$ cat config.mk
export PLATFORM = sky130hd
export DESIGN_NAME = dpi_pin_if
export DESIGN_NICKNAME = d
export VERILOG_FILES = /design/src/core/dpi_pkg.sv /design/src/core/dpi_pin_if.sv
export SDC_FILE = /design/constraint.sdc
export NUM_CORES = 1
export LEC_CHECK = 0
export BUFFER_PORTS_ARGS = -buffer_cell sky130_fd_sc_hd__buf_4
export CAP_MARGIN = 20
export CORE_ASPECT_RATIO = 0.7
export CORE_UTILIZATION = 50
export CTS_CLUSTER_DIAMETER = 40
export DETAILED_ROUTE_END_ITERATION = 7
export GPL_ROUTABILITY_DRIVEN = 0
export GPL_TIMING_DRIVEN = 1
export PLACE_DENSITY_LB_ADDON = 0.1
export SYNTH_ARGS = -nofsm -noshare
export SYNTH_HDL_FRONTEND = slang
export SYNTH_SLANG_ARGS = --single-unit
$ cat constraint.sdc
create_clock -name ref_clk_in -period 4.35 [get_ports ref_clk_in]
set_clock_uncertainty 0.2 [all_clocks]
set_input_delay 0.435 -clock ref_clk_in [delete_from_list [all_inputs] [get_ports ref_clk_in]]
set_output_delay 0.435 -clock ref_clk_in [all_outputs]
set_load 0.01 [all_outputs]
$ cat src/core/dpi_pkg.sv
// package for the ddr memory pin interface: widths, commands, timing
package dpi_pkg;
  localparam int ADDR_W = 14;
  localparam int BANK_W = 3;
  localparam int DATA_W = 16;
  localparam int CS_W = 1;
  // link clock figure used only to size the write hold cycle count
  localparam int CLK_PERIOD_NS = 50;
  localparam int WR_HOLD_NS = 100;
  localparam int WR_HOLD_CYC = (WR_HOLD_NS + CLK_PERIOD_NS - 1) / CLK_PERIOD_NS;
  // command codes: {ras_n, cas_n, we_n}
  typedef enum logic [2:0] {
    CMD_LMR = 3'h0,
    CMD_REF = 3'h1,
    CMD_PRE = 3'h2,
    CMD_ACT = 3'h3,
    CMD_WR = 3'h4,
    CMD_RD = 3'h5,
    CMD_BST = 3'h6,
    CMD_NOP = 3'h7
  } dpi_cmd_type;
  typedef struct packed {
    dpi_cmd_type cmd;
    logic [BANK_W-1:0] bank;
    logic [ADDR_W-1:0] addr;
    logic [CS_W-1:0] cs;
  } dpi_req_type;
  typedef struct packed {
    logic [DATA_W-1:0] data;
    logic [1:0] mask;
  } dpi_wdata_type;
  localparam logic [CS_W-1:0] CS_IDLE = '1;
  localparam logic [ADDR_W-1:0] ADDR_RST = '0;
  localparam logic [BANK_W-1:0] BANK_RST = '0;
endpackage

$ cat src/core/dpi_pin_if.sv
// ddr memory pin interface: command, clock, data and strobe pins
`timescale 1ns/1ps
module dpi_pin_if (
  input wire logic ref_clk_in,
  input wire logic resetn_in,
  input wire logic mclk_in,
  input wire logic req_valid_in,
  output logic req_ready_out,
  input wire dpi_pkg::dpi_req_type req_in,
  input wire dpi_pkg::dpi_wdata_type wdata_in,
  input wire logic wr_phase_in,
  input wire logic rd_phase_in,
  input wire logic cke_in,
  input wire logic odt_in,
  input wire logic diff_strobe_in,
  output logic [dpi_pkg::ADDR_W-1:0] mem_address_bus_out,
  output logic [dpi_pkg::BANK_W-1:0] mem_bank_select_out,
  output logic row_strobe_out,
  output logic column_strobe_out,
  output logic mem_write_enable_out,
  output logic [dpi_pkg::CS_W-1:0] mem_chip_select_out,
  output logic mem_clock_out,
  output logic mem_clock_n_out,
  output logic mem_clock_enable_out,
  output logic termination_control_out,
  input wire logic [dpi_pkg::DATA_W-1:0] mem_data_bus_in,
  output logic [dpi_pkg::DATA_W-1:0] mem_data_bus_out,
  output logic mem_data_bus_oe_n_out,
  output logic lower_byte_mask_out,
  output logic upper_byte_mask_out,
  input wire logic lower_byte_strobe_in,
  input wire logic lower_byte_strobe_n_in,
  output logic lower_byte_strobe_out,
  output logic lower_byte_strobe_n_out,
  output logic lower_byte_strobe_oe_n_out,
  output logic lower_byte_strobe_n_oe_n_out,
  input wire logic upper_byte_strobe_in,
  input wire logic upper_byte_strobe_n_in,
  output logic upper_byte_strobe_out,
  output logic upper_byte_strobe_n_out,
  output logic upper_byte_strobe_oe_n_out,
  output logic upper_byte_strobe_n_oe_n_out,
  output logic [dpi_pkg::DATA_W-1:0] rd_data_out,
  output logic rd_valid_out
);
  import dpi_pkg::*;

  logic [2:0] mclk_sync_q;
  logic mclk_lvl_q;
  logic mclk_rise;
  logic mclk_fall;
  logic [2:0] lstb_sync_q;
  logic [2:0] ustb_sync_q;
  logic lstb_lvl_q;
  logic ustb_lvl_q;
  logic stb_edge;
  logic [DATA_W-1:0] dq_s1_q;
  logic [DATA_W-1:0] dq_s2_q;
  logic [DATA_W-1:0] rd_data_q;
  logic rd_valid_q;
  logic [ADDR_W-1:0] addr_q;
  logic [BANK_W-1:0] bank_q;
  logic [2:0] cmd_q;
  logic [CS_W-1:0] cs_q;
  logic wr_drive_q;
  logic wstb_q;
  dpi_wdata_type wdata_q;

  function automatic logic is_edge(input logic a, input logic b, input logic lvl);
    is_edge = (a == b) && (b != lvl);
  endfunction

  // link clock: three flops, change counts when 2nd and 3rd agree
  always_ff @(posedge ref_clk_in or negedge resetn_in) begin
    if (!resetn_in) begin
      mclk_sync_q <= 3'h0;
      mclk_lvl_q <= 1'b0;
    end else begin
      mclk_sync_q <= {mclk_sync_q[1:0], mclk_in};
      if (mclk_sync_q[1] == mclk_sync_q[2]) begin
        mclk_lvl_q <= mclk_sync_q[2];
      end
    end
  end
  assign mclk_rise = is_edge(mclk_sync_q[1], mclk_sync_q[2], mclk_lvl_q) && mclk_sync_q[2];
  assign mclk_fall = is_edge(mclk_sync_q[1], mclk_sync_q[2], mclk_lvl_q) && !mclk_sync_q[2];

  assign mem_clock_out = mclk_lvl_q;
  assign mem_clock_n_out = ~mclk_lvl_q;
  assign mem_clock_enable_out = cke_in;
  assign termination_control_out = odt_in;

  // one command per memory clock, launched on falling edge so stable at rise
  assign req_ready_out = mclk_fall;

  // chip select and truth table encoding
  always_ff @(posedge ref_clk_in or negedge resetn_in) begin
    if (!resetn_in) begin
      addr_q <= ADDR_RST;
      bank_q <= BANK_RST;
      cmd_q <= CMD_NOP;
      cs_q <= CS_IDLE;
    end else if (mclk_fall) begin
      if (req_valid_in) begin
        addr_q <= req_in.addr;
        bank_q <= req_in.bank;
        cmd_q <= req_in.cmd;
        cs_q <= req_in.cs;
      end else begin
        cmd_q <= CMD_NOP;
        cs_q <= CS_IDLE;
      end
    end
  end
  assign mem_address_bus_out = addr_q;
  assign mem_bank_select_out = bank_q;
  assign row_strobe_out = cmd_q[2];
  assign column_strobe_out = cmd_q[1];
  assign mem_write_enable_out = cmd_q[0];
  assign mem_chip_select_out = cs_q;

  // write strobe toggles with each memory clock edge during write phase
  always_ff @(posedge ref_clk_in or negedge resetn_in) begin
    if (!resetn_in) begin
      wr_drive_q <= 1'b0;
      wstb_q <= 1'b0;
      wdata_q <= '0;
    end else begin
      if (mclk_rise || mclk_fall) begin
        wr_drive_q <= wr_phase_in;
        wstb_q <= wr_phase_in ? mclk_rise : 1'b0;
        // masks launched with each data beat
        wdata_q <= wdata_in;
      end
    end
  end
  assign mem_data_bus_out = wdata_q.data;
  assign mem_data_bus_oe_n_out = ~wr_drive_q;
  assign lower_byte_mask_out = wdata_q.mask[0];
  assign upper_byte_mask_out = wdata_q.mask[1];
  assign lower_byte_strobe_out = wstb_q;
  assign upper_byte_strobe_out = wstb_q;
  // complement driven only in differential mode
  assign lower_byte_strobe_n_out = diff_strobe_in ? ~wstb_q : 1'b0;
  assign upper_byte_strobe_n_out = diff_strobe_in ? ~wstb_q : 1'b0;
  assign lower_byte_strobe_oe_n_out = ~wr_drive_q;
  assign upper_byte_strobe_oe_n_out = ~wr_drive_q;
  assign lower_byte_strobe_n_oe_n_out = ~(wr_drive_q && diff_strobe_in);
  assign upper_byte_strobe_n_oe_n_out = ~(wr_drive_q && diff_strobe_in);

  // read capture on received strobe edges
  always_ff @(posedge ref_clk_in or negedge resetn_in) begin
    if (!resetn_in) begin
      lstb_sync_q <= 3'h0;
      ustb_sync_q <= 3'h0;
      lstb_lvl_q <= 1'b0;
      ustb_lvl_q <= 1'b0;
      dq_s1_q <= '0;
      dq_s2_q <= '0;
    end else begin
      lstb_sync_q <= {lstb_sync_q[1:0], lower_byte_strobe_in};
      ustb_sync_q <= {ustb_sync_q[1:0], upper_byte_strobe_in};
      if (lstb_sync_q[1] == lstb_sync_q[2]) begin
        lstb_lvl_q <= lstb_sync_q[2];
      end
      if (ustb_sync_q[1] == ustb_sync_q[2]) begin
        ustb_lvl_q <= ustb_sync_q[2];
      end
      dq_s1_q <= mem_data_bus_in;
      dq_s2_q <= dq_s1_q;
    end
  end
  assign stb_edge = is_edge(lstb_sync_q[1], lstb_sync_q[2], lstb_lvl_q)
                 || is_edge(ustb_sync_q[1], ustb_sync_q[2], ustb_lvl_q);

  always_ff @(posedge ref_clk_in or negedge resetn_in) begin
    if (!resetn_in) begin
      rd_data_q <= '0;
      rd_valid_q <= 1'b0;
    end else begin
      rd_valid_q <= rd_phase_in && !wr_drive_q && stb_edge;
      if (rd_phase_in && !wr_drive_q && stb_edge) begin
        rd_data_q <= dq_s2_q;
      end
    end
  end
  assign rd_data_out = rd_data_q;
  assign rd_valid_out = rd_valid_q;

  // complement strobe inputs are not needed when sampling by level
  logic unused_n;
  assign unused_n = lower_byte_strobe_n_in ^ upper_byte_strobe_n_in;

  a_clk_compl: assert property (@(posedge ref_clk_in) disable iff (!resetn_in)
    mem_clock_n_out == !mem_clock_out) else $error("clock complement wrong");
  a_cke_follow: assert property (@(posedge ref_clk_in) disable iff (!resetn_in)
    mem_clock_enable_out == cke_in) else $error("cke not active high");
  a_odt_follow: assert property (@(posedge ref_clk_in) disable iff (!resetn_in)
    termination_control_out == odt_in) else $error("odt wrong");
  a_cs_idle: assert property (@(posedge ref_clk_in) disable iff (!resetn_in)
    mclk_fall && !req_valid_in |=> mem_chip_select_out == CS_IDLE && cmd_q == CMD_NOP)
    else $error("idle cycle not deselected");
  a_bank_take: assert property (@(posedge ref_clk_in) disable iff (!resetn_in)
    mclk_fall && req_valid_in |=> mem_bank_select_out == $past(req_in.bank))
    else $error("bank not launched");
  a_cas_take: assert property (@(posedge ref_clk_in) disable iff (!resetn_in)
    mclk_fall && req_valid_in |=> column_strobe_out == $past(req_in.cmd[1]))
    else $error("column strobe wrong");
  a_cmd_stable: assert property (@(posedge ref_clk_in) disable iff (!resetn_in)
    mclk_rise |-> $stable(cmd_q) && $stable(bank_q)) else $error("command moves at rise");
  a_single_n: assert property (@(posedge ref_clk_in) disable iff (!resetn_in)
    !diff_strobe_in |-> lower_byte_strobe_n_oe_n_out && upper_byte_strobe_n_oe_n_out)
    else $error("complement driven single-ended");
  a_mask_beat: assert property (@(posedge ref_clk_in) disable iff (!resetn_in)
    (mclk_rise || mclk_fall) |=> lower_byte_mask_out == $past(wdata_in.mask[0])
    && upper_byte_mask_out == $past(wdata_in.mask[1])) else $error("mask not launched");
  a_wr_strobe: assert property (@(posedge ref_clk_in) disable iff (!resetn_in)
    (mclk_rise || mclk_fall) && !wr_phase_in |=> lower_byte_strobe_oe_n_out
    && upper_byte_strobe_oe_n_out) else $error("strobe driven outside write");
endmodule // dpi_pin_if

==> impl_metrics.csv <==
group,metric,value,unit
outcome,outcome,"finished, violations left",
outcome,violations,"hold timing",
cells_and_area,n_antenna_cell,0,
cells_and_area,syn_to_final_growth,39.5,%
floorplanning,initial_core_util,0.516,
clock_tree,cts_htree_levels,3,
place,port_buffers,131,
grt,grt-busiest-layer,"met2",
critical_path,slowest_stage,"and3_1",
clock_tree,clk_latency,0.35,ns
grt,use_met1,0.243,
routing,wl_per_cell,13.8,um
grt,grt_start_max_net_pins,78,
grt,gr-usage-met2,0.306,
floorplanning,die_x,102,um
critical_path,crit_fanout,17,
routing,vias,2215,
clock_tree,cts_tree,"done",
critical_path,endpoint_kind,"register",
synthesis,synth-compound-area-share,0.0213,
critical_path,critPathMaxStageDelay,0.82,ns
cells_and_area,fin_area,4840,sq um
floorplanning,dieArea,7290,sq um
synthesis,synth_area_leaders,"dfrtp_1 (71%), mux2_2 (8.1%), nand2_1 (6.1%), mux2_4 (3.9%), dfstp_2 (3.0%)",
timing,slew_headroom,0.355,
synthesis,netlist_area,3470,sq um
power,vdd_drop_max,0.240,mV
cells_and_area,mostFrequentLayoutCells,"buf_4 (132), dfrtp_1 (98), nand2_1 (56)",
routing,drt_iter0_markers,53,
cells_and_area,multi_input_area,783,sq um
synthesis,netlist_instances,230,
synthesis,synth_top_area_frac,0.706,
critical_path,path_buf_inv,0,
synthesis,synth.mux.area_fraction,0.120,
synthesis,synth-adder-area-share,0.00577,
power,seqPwrFrac,0.514,
synthesis,synth_edf_count,0,
timing,rsz0062_at_grt,"false",
routing,wirelength,6.57,mm
grt,grt_pass1_wl,10.4,mm
synthesis,synthSimpleGateAreaFrac,0.0775,
synthesis,synth.distinct_cells,25,
floorplanning,rows,25,
clock_tree,path_clk_slew,0.10,ns
timing,fin_tns_setup,0,ns
power,intPower,1700,uW
power,p_sw_frac,0.280,
floorplanning,ios,138,
clock_tree,cts_buffers,9,
grt,grt_util_met3,0.0800,
floorplanning,core_area,6730,sq um
critical_path,crit_family,"simple AND/OR/NAND/NOR gates",
synthesis,ys_seq_elements,102,
critical_path,path_cells,"or3b_1 -> o221ai_1 -> and3_1 -> mux2_2",
timing,fin_crit,2.41,ns
routing,drc,0,
power,power_density,487,nW/um^2
critical_path,criticalPathCategory,"reg -> reg",
grt,antenna_found_initial,0,
cells_and_area,post-route-util,0.720,
synthesis,synth_xor_area_frac,0,
synthesis,yosysWarnings,0,
timing,max_freq,415,MHz
routing,vias_per_cell,4.65,
floorplanning,die_h,71.7,um
clock_tree,ctsResizeCount,0,
timing,whs,-0.00517,ns
synthesis,synth_ff_type,"dfrtp_1",
synthesis,synth_top_family_by_area,"multiplexers",
power,share_comb_of_total_power,0.257,
cells_and_area,nFillCells,482,
cells_and_area,layout.nets,446,
synthesis,yosys.area.top_type,"dfrtp_1",
routing,drt-pass1-iter-count,4,
cells_and_area,ff_latch_area,2560,sq um
power,p_leak,0.00239,uW
place,post_dp_cell_area,4460,sq um
timing,worst_pin_slew,0.967,ns
critical_path,arrival,2.45,ns
synthesis,async_flop_share,1.00,
critical_path,startpoint_type,"register",
hold_path,hold_class,"in -> async",
clock_tree,cts_buffer_depth,2,
critical_path,cp.required,4.39,ns
grt,grt_pass1_vias,2203,
timing,drv_slew,0,
grt,grt_overflow,0,
synthesis,synth_nets,298,
timing,finalSetupViolCount,0,
place,hpwl,4.44,mm
synthesis,ys_seq_area_frac,0.737,
cells_and_area,layout_commonest_cell,"buf_4",
job,cap_violations,0,
clock_tree,cts-root-buf,"clkbuf_8",
grt,track_usage,0.192,
power,p_sw,660,uW
routing,ant_nets,0,
cells_and_area,layout-drive-gt1-share,0.492,
timing,hold_viol,3,
synthesis,syn_area_per_cell,15.1,sq um
power,power.share.clock,0.229,
timing,fin_crit_sh,0.554,
clock_tree,clock_sinks,102,
cell type report:
class,count,share of cell area
inverter,3,0.00232
clock inverter,6,0.0114
multi-input combinational,110,0.162
timing repair buffer,152,0.247
clock buffer,9,0.0256
tap,94,0.0243
sequential,102,0.528
power groups by stage:
stage               Clock, uW  Combinational [uW]  Sequential (uW)
finish                    541                 605             1210
global route              598                 657             1230
CTS                       560                 613             1220
detailed placement          0                 598             1230
global placement            0                 585             1220
floorplan                   0                 207             1290
cells by family (layout without fill, tap and decap cells):
family,Yosys count,count (layout)
AO/OA/AOI/OAI,10,10
flip-flops,102,102
multiplexers,34,34
AND/OR/NAND/NOR,64,64
buffers and inverters,18,170
adder cells (fa/ha/maj),2,2
flip-flops by register name (all words and copies together) (netlist names):
| signal | flops |
|---|---|
| lower_byte_mask_out | 1 |
| ustb_sync_q | 3 |
| mem_clock_out | 1 |
| mem_data_bus_out | 16 |
| dq_s2_q | 16 |
| rd_valid_out | 1 |
| lstb_lvl_q | 1 |
| ustb_lvl_q | 1 |
| wr_drive_q | 1 |
| mclk_sync_q | 3 |
| mem_chip_select_out | 1 |
| rd_data_out | 16 |
| upper_byte_mask_out | 1 |
| cmd_q | 3 |
| mem_address_bus_out | 14 |
| mem_bank_select_out | 3 |
| dq_s1_q | 16 |
| lower_byte_strobe_out | 1 |
| lstb_sync_q | 3 |
cell usage after synthesis, drive strengths merged (2+ instances only):
cell type / instances
clkbuf: 2
nor2: 2
maj3: 2
inv: 3
dfrtp: 98
dfstp: 4
o22a: 4
nand2: 56
mux2: 34
o21ai: 2
buf: 13
repair_timing:
action                                 CTS  global route
endpoints found under the hold margin   19             0
hold buffers                            19             0
buffers inserted                         0             0
routing by layer:
layer / wire (um) / part of all wire
met5: 0 / 0
met4: 67 / 0.010
met3: 462 / 0.070
met2: 3240 / 0.49
met1: 2800 / 0.43
metrics by stage:
stage,setup WS (ns),power (uW),cells
after floorplan,2.47,1500,230
after global placement,1.97,1810,441
after detailed placement,1.95,1830,441
after CTS,1.89,2390,475
after global routing,1.84,2490,476
final,1.94,2360,476
final timing paths:
check / start / to / slack (ns) / depth (start not counted)
worst max-delay path: lstb_sync_q[2]$_DFF_PN0_ / rd_data_out[5]$_DFFE_PN0P_ / 1.94 / 4
worst min-delay path: resetn_in / dq_s2_q[15]$_DFF_PN0_ / -0.005 / 1
worst min register to register: dq_s1_q[3]$_DFF_PN0_ / dq_s2_q[3]$_DFF_PN0_ / 0.15 / 0
worst max register to register: lstb_sync_q[2]$_DFF_PN0_ / rd_data_out[5]$_DFFE_PN0P_ / 1.94 / 4
max in group asynchronous: resetn_in / mem_address_bus_out[5]$_DFFE_PN0P_ / 3.07 / 2
min in group ref_clk_in: req_in[1] / mem_address_bus_out[0]$_DFFE_PN0P_ / 0.07 / 3
Power figures use the tool's default switching activity.
